--- src/pkg/pdm_regs.svh ---
// Purpose: offsets, field positions and reset values of the power-down mask registers
// Assumes: 8-bit registers on the master page of the configuration port
// Notes:   definitions only
`ifndef PDM_REGS_SVH
`define PDM_REGS_SVH

// =============================================================================
// register offsets
`define PDM_OFS_MASK_ONE_CORE   8'h20
`define PDM_OFS_MASK_ONE_BUF    8'h21
`define PDM_OFS_MASK_TWO_CORE   8'h23
`define PDM_OFS_MASK_TWO_BUF    8'h24
`define PDM_OFS_SLEEP_CTRL      8'h26

// =============================================================================
// field positions
`define PDM_CORE_A_HI           7
`define PDM_CORE_A_LO           4
`define PDM_CORE_B_HI           3
`define PDM_CORE_B_LO           0
`define PDM_BUF_B_HI            7
`define PDM_BUF_B_LO            6
`define PDM_BUF_A_HI            5
`define PDM_BUF_A_LO            4
`define PDM_CTL_SLEEP_BIT       7
`define PDM_CTL_IGNORE_PIN_BIT  6
`define PDM_CTL_MASK_SEL_BIT    5

// =============================================================================
// reset values
`define PDM_RST_BYTE            8'h00
`define PDM_RST_BIT             1'b0
`define PDM_RST_NIBBLE          4'h0
`define PDM_RST_PAIR            2'h0

`endif

--- src/pkg/pdm_pkg.sv ---
// Purpose: shared types of the power-down mask block
// Assumes: nothing beyond the register header
// Notes:   widths of the mask fields
`default_nettype none
// =============================================================================
// types
package pdm_pkg;
    typedef logic [7:0] pdm_byte_t;
    typedef logic [3:0] pdm_core_t;   // one nibble of core switches per channel
    typedef logic [1:0] pdm_buf_t;    // two-bit buffer field per channel
endpackage : pdm_pkg
`default_nettype wire

--- src/core/pdm_top.sv ---
// Purpose: power-down mask and sleep control registers of a dual-channel converter
// Assumes: register strobes come from the serial configuration decoder on clk
// Notes:   read data appears one cycle after the read strobe
`timescale 1ns/10ps
`default_nettype none
`include "pdm_regs.svh"

// Notes on behaviour
// two masks exist; mask_enable (bit of 55h) decides if any mask applies
// bit 5 of control sleep_control chooses which mask is used
// first mask lives at 20h (cores) and 21h (buffers)
// second mask lives at 23h (cores) and 24h (buffers), same layout
// core register: upper nibble channel A, lower nibble channel B
// buffer fields: bits 7:6 channel B, 5:4 channel A; 00 on, 11 off
// a buffer field switches both buffers of its channel together
// host sets pin override before global sleep; global sleep then sleeps device
// while override is set the external sleep pin is ignored
// choice 0 uses first mask, choice 1 uses second mask
// reserved bits written zero by host; every field resets to zero
module pdm_top
    import pdm_pkg::*;
(
    input  wire logic       clk,
    input  wire logic       rst_n,
    input  wire logic       cfg_wr,
    input  wire logic       cfg_rd,
    input  wire logic       cfg_master_page,
    input  wire logic [7:0] cfg_addr,
    input  wire logic [7:0] cfg_wdata,
    output var  logic [7:0] cfg_rdata,
    input  wire logic       mask_enable,
    input  wire logic       sleep_pin,
    output var  logic [3:0] core_off_chan_a,
    output var  logic [3:0] core_off_chan_b,
    output var  logic [1:0] buffer_off_chan_a,
    output var  logic [1:0] buffer_off_chan_b,
    output var  logic       device_asleep
);

    // =========================================================================
    // reset release and pin synchroniser
    logic       rst_meta_reg;
    logic       rst_sync_n;
    logic       pin_meta_reg;
    logic       pin_sync_reg;

    // reset asserts at once, releases through two flops
    always_ff @(posedge clk or negedge rst_n) begin
        if (!rst_n) begin
            rst_meta_reg <= 1'b0;
            rst_sync_n   <= 1'b0;
        end else begin
            rst_meta_reg <= 1'b1;
            rst_sync_n   <= rst_meta_reg;
        end
    end

    // external sleep pin is asynchronous to clk
    always_ff @(posedge clk or negedge rst_sync_n) begin
        if (!rst_sync_n) begin
            pin_meta_reg <= `PDM_RST_BIT;
            pin_sync_reg <= `PDM_RST_BIT;
        end else begin
            pin_meta_reg <= sleep_pin;
            pin_sync_reg <= pin_meta_reg;
        end
    end

    // =========================================================================
    // register storage
    pdm_byte_t  mask_one_core_off_reg;
    pdm_byte_t  mask_two_core_off_reg;
    pdm_buf_t   mask_one_buf_a_reg;
    pdm_buf_t   mask_one_buf_b_reg;
    pdm_buf_t   mask_two_buf_a_reg;
    pdm_buf_t   mask_two_buf_b_reg;
    logic       whole_device_sleep_reg;
    logic       ignore_sleep_pin_reg;
    logic       sleep_mask_choice_reg;
    logic       sleep_next;

    // one address comparison shared by every write strobe
    function automatic logic reg_hit(input logic [7:0] addr, input logic [7:0] ofs);
        return addr == ofs;
    endfunction : reg_hit

    // write decode, qualified by the master page
    wire logic  wr_ok     = cfg_wr && cfg_master_page;
    wire logic  wr_c1     = wr_ok && reg_hit(cfg_addr, `PDM_OFS_MASK_ONE_CORE);
    wire logic  wr_b1     = wr_ok && reg_hit(cfg_addr, `PDM_OFS_MASK_ONE_BUF);
    wire logic  wr_c2     = wr_ok && reg_hit(cfg_addr, `PDM_OFS_MASK_TWO_CORE);
    wire logic  wr_b2     = wr_ok && reg_hit(cfg_addr, `PDM_OFS_MASK_TWO_BUF);
    wire logic  wr_ctl    = wr_ok && reg_hit(cfg_addr, `PDM_OFS_SLEEP_CTRL);

    // global sleep can only be set once the pin override is already set; otherwise a write clears it
    assign sleep_next = ignore_sleep_pin_reg ? cfg_wdata[`PDM_CTL_SLEEP_BIT]
                                             : `PDM_RST_BIT;

    // core masks store the whole byte, all fields reset to zero
    always_ff @(posedge clk or negedge rst_sync_n) begin
        if (!rst_sync_n) begin
            mask_one_core_off_reg <= `PDM_RST_BYTE;
            mask_two_core_off_reg <= `PDM_RST_BYTE;
        end else begin
            if (wr_c1) mask_one_core_off_reg <= cfg_wdata;
            if (wr_c2) mask_two_core_off_reg <= cfg_wdata;
        end
    end

    // buffer masks keep only the two channel fields; reserved nibble not stored
    always_ff @(posedge clk or negedge rst_sync_n) begin
        if (!rst_sync_n) begin
            mask_one_buf_a_reg <= `PDM_RST_PAIR;
            mask_one_buf_b_reg <= `PDM_RST_PAIR;
            mask_two_buf_a_reg <= `PDM_RST_PAIR;
            mask_two_buf_b_reg <= `PDM_RST_PAIR;
        end else begin
            if (wr_b1) begin
                mask_one_buf_a_reg <= cfg_wdata[`PDM_BUF_A_HI:`PDM_BUF_A_LO];
                mask_one_buf_b_reg <= cfg_wdata[`PDM_BUF_B_HI:`PDM_BUF_B_LO];
            end
            if (wr_b2) begin
                mask_two_buf_a_reg <= cfg_wdata[`PDM_BUF_A_HI:`PDM_BUF_A_LO];
                mask_two_buf_b_reg <= cfg_wdata[`PDM_BUF_B_HI:`PDM_BUF_B_LO];
            end
        end
    end

    // control register: global sleep, pin override, mask choice
    always_ff @(posedge clk or negedge rst_sync_n) begin
        if (!rst_sync_n) begin
            whole_device_sleep_reg <= `PDM_RST_BIT;
            ignore_sleep_pin_reg   <= `PDM_RST_BIT;
            sleep_mask_choice_reg  <= `PDM_RST_BIT;
        end else if (wr_ctl) begin
            whole_device_sleep_reg <= sleep_next;
            ignore_sleep_pin_reg   <= cfg_wdata[`PDM_CTL_IGNORE_PIN_BIT];
            sleep_mask_choice_reg  <= cfg_wdata[`PDM_CTL_MASK_SEL_BIT];
        end
    end

    // =========================================================================
    // read-back, reserved bits read as zero
    pdm_byte_t  rd_value;
    wire pdm_byte_t buf1_byte = {mask_one_buf_b_reg, mask_one_buf_a_reg, 4'h0};
    wire pdm_byte_t buf2_byte = {mask_two_buf_b_reg, mask_two_buf_a_reg, 4'h0};
    wire pdm_byte_t ctl_byte  = {whole_device_sleep_reg, ignore_sleep_pin_reg,
                                 sleep_mask_choice_reg, 5'h00};

    always_comb begin
        case (cfg_addr)
            `PDM_OFS_MASK_ONE_CORE: rd_value = mask_one_core_off_reg;
            `PDM_OFS_MASK_ONE_BUF:  rd_value = buf1_byte;
            `PDM_OFS_MASK_TWO_CORE: rd_value = mask_two_core_off_reg;
            `PDM_OFS_MASK_TWO_BUF:  rd_value = buf2_byte;
            `PDM_OFS_SLEEP_CTRL:    rd_value = ctl_byte;
            default:                rd_value = 8'h00;
        endcase
    end

    // read data registered one cycle after the strobe, held until the next read
    always_ff @(posedge clk or negedge rst_sync_n) begin
        if (!rst_sync_n) begin
            cfg_rdata <= `PDM_RST_BYTE;
        end else if (cfg_rd) begin
            cfg_rdata <= cfg_master_page ? rd_value : 8'h00;
        end
    end

    // =========================================================================
    // power-down request and mask selection
    // pin override picks the register bit over the synchronised pin
    wire logic      sleep_req = ignore_sleep_pin_reg ? whole_device_sleep_reg
                                                     : pin_sync_reg;
    wire pdm_byte_t act_core  = sleep_mask_choice_reg ? mask_two_core_off_reg
                                                      : mask_one_core_off_reg;
    wire pdm_buf_t  act_buf_a = sleep_mask_choice_reg ? mask_two_buf_a_reg
                                                      : mask_one_buf_a_reg;
    wire pdm_buf_t  act_buf_b = sleep_mask_choice_reg ? mask_two_buf_b_reg
                                                      : mask_one_buf_b_reg;

    // a field counts as off when any bit is set, so forbidden codes never half-power
    function automatic logic buf_off(input pdm_buf_t code);
        return |code;
    endfunction : buf_off

    // code 11 switches both buffers; undefined codes treated as off if any bit set
    wire logic      buf_a_off = buf_off(act_buf_a);
    wire logic      buf_b_off = buf_off(act_buf_b);

    // without mask everything sleeps on request; with mask only masked blocks do
    always_ff @(posedge clk or negedge rst_sync_n) begin
        if (!rst_sync_n) begin
            core_off_chan_a   <= `PDM_RST_NIBBLE;
            core_off_chan_b   <= `PDM_RST_NIBBLE;
            buffer_off_chan_a <= `PDM_RST_PAIR;
            buffer_off_chan_b <= `PDM_RST_PAIR;
            device_asleep     <= `PDM_RST_BIT;
        end else if (!sleep_req) begin
            core_off_chan_a   <= 4'h0;
            core_off_chan_b   <= 4'h0;
            buffer_off_chan_a <= 2'h0;
            buffer_off_chan_b <= 2'h0;
            device_asleep     <= 1'b0;
        // mask in force: only the selected blocks power down
        end else if (mask_enable) begin
            core_off_chan_a   <= act_core[`PDM_CORE_A_HI:`PDM_CORE_A_LO];
            core_off_chan_b   <= act_core[`PDM_CORE_B_HI:`PDM_CORE_B_LO];
            buffer_off_chan_a <= {2{buf_a_off}};
            buffer_off_chan_b <= {2{buf_b_off}};
            device_asleep     <= 1'b0;
        // no mask: the whole device sleeps
        end else begin
            core_off_chan_a   <= 4'hF;
            core_off_chan_b   <= 4'hF;
            buffer_off_chan_a <= 2'h3;
            buffer_off_chan_b <= 2'h3;
            device_asleep     <= 1'b1;
        end
    end

endmodule : pdm_top
`default_nettype wire

--- config.mk ---
export PLATFORM = sky130hd
export DESIGN_NAME = pdm_top
export DESIGN_NICKNAME = d
export VERILOG_FILES = /design/src/pkg/pdm_pkg.sv /design/src/core/pdm_top.sv
export VERILOG_INCLUDE_DIRS = /design/src /design/src/pkg
export SDC_FILE = /design/constraint.sdc
export NUM_CORES = 1
export LEC_CHECK = 0
export BUFFER_PORTS_ARGS = -buffer_cell sky130_fd_sc_hd__buf_2
export CAP_MARGIN = 30
export CORE_MARGIN = 1.5
export CORE_UTILIZATION = 58
export DETAILED_ROUTE_END_ITERATION = 8
export HOLD_SLACK_MARGIN = 0.03
export PLACE_DENSITY = 0.83
export SLEW_MARGIN = 20
export SYNTH_ARGS = -nofsm -noshare
export SYNTH_HDL_FRONTEND = slang
export SYNTH_SLANG_ARGS = --single-unit
export TNS_END_PERCENT = 10
--- constraint.sdc ---
create_clock -name clk -period 3.08 [get_ports clk]
set_input_delay 0.308 -clock clk [delete_from_list [all_inputs] [get_ports clk]]
set_output_delay 0.308 -clock clk [all_outputs]
set_load 0.01 [all_outputs]
==> results_dict.tcl, run 1 <==
set metrics [dict create \
    status "finished clean" \
    period_share_pct 60.3 \
    num_rows 22 \
    synthArstFlopShare_pct 100 \
    post_cts_buffers 0 \
    drv_slew 0 \
    syn2layout_area_growth_pct 14.3 \
    yosysWarnings 0 \
    clk_pin_slew_ps 80 \
    seq_area_frac_synth_pct 54.9 \
    synth-edff-count 0 \
    htreeDepth 2 \
    relSlewSlack_pct 52.9 \
    timing.rr.start "sleep_mask_choice_reg" \
    grt_pass1_wl_um 7720 \
    endpoint_kind "flip-flop" \
    synth-xor-area-share_pct 0 \
    power_leakage_nw 1.31 \
    rsz0062_at_grt "false" \
    synth.distinct_cells 35 \
    cts_tree "yes" \
    cp.required_ps 3270 \
    slowest_stage "nor4b_4" \
    grt_usage_pct 24.4 \
    avgSynthCellArea_um2 13.0 \
    worst_slew_pin_slew_ps 703 \
    peakVddDrop_mv 0.304 \
    r2r_slack_ps 1560 \
    drt_pre_antenna_iters 4 \
    worstPathMaxFanout 11 \
    max_cap_viol_count 0 \
    dp_hpwl_um 3180 \
    viasPerCell 5.96 \
    fin_cells 265 \
    overflow 0 \
    coreArea_mm2 0.00372 \
    vias 1579 \
    hold_viol 0 \
    hold_class "input pin to flip-flop" \
    synth_compound_area_share_pct 10.7 \
    path_depth 4 \
    start_util_pct 61.3 \
    gp_congestion 0.843 \
    synth_mux_area_share_pct 19.1 \
    synth.net_count 198 \
    wl_per_cell_um 17.8 \
    wirelength_um 4710 \
    worstReg2RegEnd "cfg_rdata[5]" \
    synthSimpleGateAreaFrac_pct 11.0 \
    finalSetupTns_ps 0 \
    portBuffers 43 \
    skew_ps 4.38 \
    cp_cell_sequence "buf_2 > nor4b_4 > and4_1 > mux2_2" \
    startpoint "cfg_addr[4]" \
    post-route-min-period_ps 1860 \
    crit_family "simple AND/OR/NAND/NOR gates" \
    power_density_mw_per_mm2 454 \
    fmax_ghz 0.539 \
    clkSinkCount 50 \
    antenna_found_initial 0 \
    arrival_ps 2040 \
    cts-buffers-inserted 5 \
    endpoint "mask_one_core_off_reg[6]" \
    drc_errors 0 \
    setup_viol 0 \
    io_pins 44 \
    drive_above_1_share_pct 39.2 \
    layout.nets 239 \
    worstRegToRegCells 3 \
    die_h_um 65.7 \
    grt_pass1_vias 1540 \
    ys.flop_type "dfrtp_1" \
    synth_seq_cells 50 \
    die_area_mm2 0.00431 \
    drt_iter0_drc 109 \
    critical_path_class "input pin to flip-flop" \
    grt_max_degree 49 \
    ant_nets 0 \
    synthAdderAreaFrac_pct 0 \
    dieWidth_um 65.7 \
    cts_max_path_buffers 2 \
    synth_top_family_by_area "multiplexers" \
    dp.cells 255 \
    insertion_delay_ps 300 \
    path_buf_inv 1 \
    clock-root-buffer "clkbuf_8" \
    diodes 0 \
    synth_area_mm2 0.00228 \
    worst_path_largest_cell_delay_ps 660 \
    cp-start-kind "input pin" \
    syn_inst 175 \
]
-- power by group --
part	internal, mW	switching, mW
clock network	0.181	0.206
registers	0.676	0.0245
logic	0.0429	0.0512
total	0.900	0.281
-- repair_timing --
item                      in CTS  in global routing
hold endpoints to repair       2                  0
gates resized for setup        0                  0
hold buffers                   1                  0
-- area by class of cell --
| cell class | count | area, µm² |
|---|---|---|
| clock buffers | 7 | 86.3 |
| flip-flops and latches | 50 | 1250 |
| clock inverters | 1 | 5.00 |
| repair buffers | 46 | 240 |
| multi-input cells | 107 | 933 |
| inverters | 6 | 22.5 |
| fillers | 270 | 1110 |
| well taps | 48 | 60.1 |
-- cell usage in the layout, fill, tap and decap left out, drive strengths merged --
| master | n |
|---|---|
| dfrtp | 50 |
| buf | 44 |
| mux2 | 27 |
| mux2i | 13 |
| a21oi | 10 |
| clkbuf | 8 |
| nor2b | 7 |
| inv | 6 |
| nor2 | 5 |
| and3b | 5 |
| a211oi | 4 |
| o22ai | 4 |
| a2bb2oi | 3 |
| a2111oi | 3 |
| a31oi | 3 |
| a22oi | 3 |
| nand4 | 3 |
| nand2b | 2 |
| o32ai | 2 |
| and4 | 2 |
| and2 | 1 |
| a22o | 1 |
| nor4b | 1 |
| a41o | 1 |
| nor3b | 1 |
| nand2 | 1 |
| nand3 | 1 |
| nor4bb | 1 |
| and4b | 1 |
| o2111ai | 1 |
| clkinv | 1 |
| dlygate4sd3 | 1 |
| conb | 1 |
-- worst reg2reg max path: cells and delay by family, from the launching register on --
kind / cells / cell delay, ps
simple gates: 1 / 310
compound gates: 2 / 470
flops: 1 / 630
-- worst min-delay path by stage --
| stage | start | to | slack, ps | cells past startpoint |
|---|---|---|---|---|
| floorplan | rst_n | rst_meta_reg | 10 | 0 |
| global placement | rst_n | rst_meta_reg | 90 | 1 |
| detailed placement | rst_n | rst_meta_reg | 90 | 1 |
| CTS | sleep_pin | pin_meta_reg | 100 | 1 |
| global route | sleep_pin | pin_meta_reg | 90 | 1 |
| finish | sleep_pin | pin_meta_reg | 110 | 1 |
-- kinds of logic (layout without fill, tap and decap cells) --
group,Yosys count,count (layout)
mux,40,40
other cells,1,1
simple gates,31,31
buf+inv,18,60
compound gates,35,35
flops,50,50
-- synth_stat cells, types with 2 or more instances --
| library cell | n | area, µm² |
|---|---|---|
| a2111oi_0 | 3 | 26.3 |
| a211oi_1 | 4 | 30.0 |
| a21oi_1 | 10 | 50.1 |
| a22oi_1 | 3 | 22.5 |
| a2bb2oi_1 | 3 | 26.3 |
| a31oi_1 | 3 | 18.8 |
| and3b_1 | 5 | 43.8 |
| buf_2 | 5 | 25.0 |
| buf_4 | 3 | 22.5 |
| clkbuf_1 | 3 | 11.3 |
| dfrtp_1 | 50 | 1250 |
| inv_1 | 6 | 22.5 |
| mux2_2 | 27 | 304 |
| mux2i_1 | 13 | 130 |
| nand2b_1 | 2 | 12.5 |
| nand4_2 | 2 | 25.0 |
| nor2_1 | 5 | 18.8 |
| nor2b_1 | 7 | 43.8 |
| o22ai_1 | 4 | 25.0 |
| o32ai_1 | 2 | 17.5 |
-- metrics by stage --
stage	hold WS, ps	power [mW]	setup slack, ps	area, µm²	utilization [%]
floorplan	12.4	0.764	1590	2280	-
global placement	92.4	0.800	1010	2490	67.0
detailed placement	94.1	0.805	948	2490	67.0
CTS	96.8	1.19	1260	2590	69.8
global route	88.1	1.23	1170	2600	70.0
finish	108	1.18	1220	2600	70.0
-- layer usage --
metal	global-route usage, %	vias to the layer above	routed length [µm]
li1	-	724	-
met1	34.5	779	2140
met2	36.4	65	2150
met3	5.65	11	298
met4	10.4	0	118
met5	0	-	0
No activity file was read; power rests on OpenSTA's default activity.
==> inputs of run 2 (changes only) <==
- CORE_UTILIZATION: 58 -> 54
- PLACE_DENSITY: 0.83 -> 0.78
- clock period: 3.08 -> 1.85 ns (I/O delays scaled with it)
==> run 2 against run 1 <==
Compared with the run above: core utilization is 3.9 points lower; final cell count is 2.3% higher; via count is 2.3% higher; clock-buffer cell count is 1 lower; cell area is 2.5% higher; critical path type is now flip-flop to flip-flop; critical endpoint is now core_off_chan_b[3].
==> results_dict.tcl, run 2 (synthesis gave the netlist of run 1 again) <==
set metrics [dict create \
    status "finished clean" \
    worst_slew_pin_slew_ps 632 \
    io_pins 44 \
    setup_viol 0 \
    gp_congestion 0.876 \
    htreeDepth 2 \
    relSlewSlack_pct 56.6 \
    coreArea_mm2 0.00403 \
    multi_input_area_um2 933 \
    syn2layout_area_growth_pct 17.1 \
    clk_pin_slew_ps 90 \
    fmax_ghz 0.698 \
    period_share_pct 77.5 \
    max_cap_viol_count 0 \
    endpoint_kind "flip-flop" \
    skew_ps 9.78 \
    placed_area_mm2 0.00254 \
    wirelength_um 4720 \
    nFillCells 327 \
    die_area_mm2 0.00462 \
    cp-start-kind "flip-flop" \
    arrival_ps 1610 \
    die_h_um 67.9 \
    dieWidth_um 67.9 \
    use_met3_pct 3.62 \
    num_rows 23 \
    drc_errors 0 \
    dp.cells 261 \
    overflow 0 \
    portBuffers 43 \
    final_cell_mix "49 x dfrtp_1, 43 x buf_2, 27 x mux2_2" \
    drt_iter0_drc 170 \
    fin_cells 271 \
    cp.required_ps 2020 \
    path_buf_inv 1 \
    antenna_found_initial 0 \
    ant_nets 0 \
    worstPathMaxFanout 7 \
    clock-root-buffer "clkbuf_8" \
    power_density_mw_per_mm2 786 \
    grt_max_degree 31 \
    cp_cell_sequence "mux2i_1 > buf_4 > a21oi_1" \
    finalSetupTns_ps 0 \
    grt_pass1_vias 1675 \
    drive_above_1_share_pct 39.8 \
    grt_usage_pct 23.0 \
    cts_tree "yes" \
    use_met2_pct 36.9 \
    wl_per_cell_um 17.4 \
    use_met1_pct 29.6 \
    clkSinkCount 50 \
    hold_class "input pin to flip-flop" \
    insertion_delay_ps 300 \
    diodes 0 \
    post-route-min-period_ps 1430 \
    slowest_stage "mux2i_1" \
    dp_hpwl_um 3500 \
    design_area_mm2 0.00267 \
    cts_max_path_buffers 2 \
    drt_pre_antenna_iters 4 \
    final_common_cell "dfrtp_1" \
    peakVddDrop_mv 0.666 \
    drv_slew 0 \
    power_leakage_nw 1.33 \
    viasPerCell 5.96 \
    vias 1616 \
    crit_family "multiplexers" \
    start_util_pct 56.5 \
    rsz0062_at_grt "false" \
    busiest_layer "met2" \
    grt_pass1_wl_um 7720 \
    cts-buffers-inserted 5 \
    layout.nets 243 \
    seqCellArea_mm2 0.00125 \
    hold_viol 0 \
    worst_path_largest_cell_delay_ps 580 \
    critical_path_class "flip-flop to flip-flop" \
]
[run 2: what timing repair did]
action                                  CTS  global route
buffers inserted                          0             0
resized for setup                         0             0
endpoints found under the hold margin     3             0
hold buffers                              2             0
endpoints found under the setup margin    0             0
[run 2: where the power goes]
part | total [mW] | switching (mW) | internal, mW
Clock | 0.763 | 0.359 | 0.404
Sequential | 1.15 | 0.0257 | 1.13
Combinational | 0.181 | 0.102 | 0.0783
[run 2: worst paths after layout]
path	end	from	slack, ps	cells after the start
worst max-delay path	core_off_chan_b[3]	ignore_sleep_pin_reg	420	3
worst min-delay path	mask_two_core_off_reg[1]	cfg_wdata[1]	120	2
worst max register to register	core_off_chan_b[3]	ignore_sleep_pin_reg	420	3
worst min register to register	mask_one_buf_a_reg[1]	rst_sync_n	210	0
max in group asynchronous	sleep_mask_choice_reg	rst_sync_n	1130	1
min in group asynchronous	rst_sync_n	rst_n	180	2
[run 2: final cells by class]
type                            instances  share of cell area (%)
Tap cell                               50                    2.35
Multi-Input combinational cell        107                    35.0
Timing Repair Buffer                   50                    10.7
Clock buffer                            6                    2.72
Inverter                                6                   0.845
Sequential cell                        50                    47.0
Clock inverter                          2                    1.41
[run 2: stage by stage]
| step | hold WS (ps) | setup slack (ps) | util, % | power [mW] |
|---|---|---|---|---|
| after floorplan | -111 | 355 | - | 1.27 |
| after global placement | -30.0 | 191 | 63.0 | 1.34 |
| after detailed placement | -28.7 | 117 | 63.0 | 1.35 |
| after CTS | 115 | 448 | 66.2 | 2.11 |
| after global routing | 115 | 398 | 66.2 | 2.17 |
| final | 122 | 417 | 66.2 | 2.09 |
[run 2: layer usage]
layer | share of wire (%) | wire length (µm)
met5 | 0 | 0
met1 | 43 | 2010
met3 | 6.5 | 309
met2 | 48 | 2250
met4 | 3.2 | 149
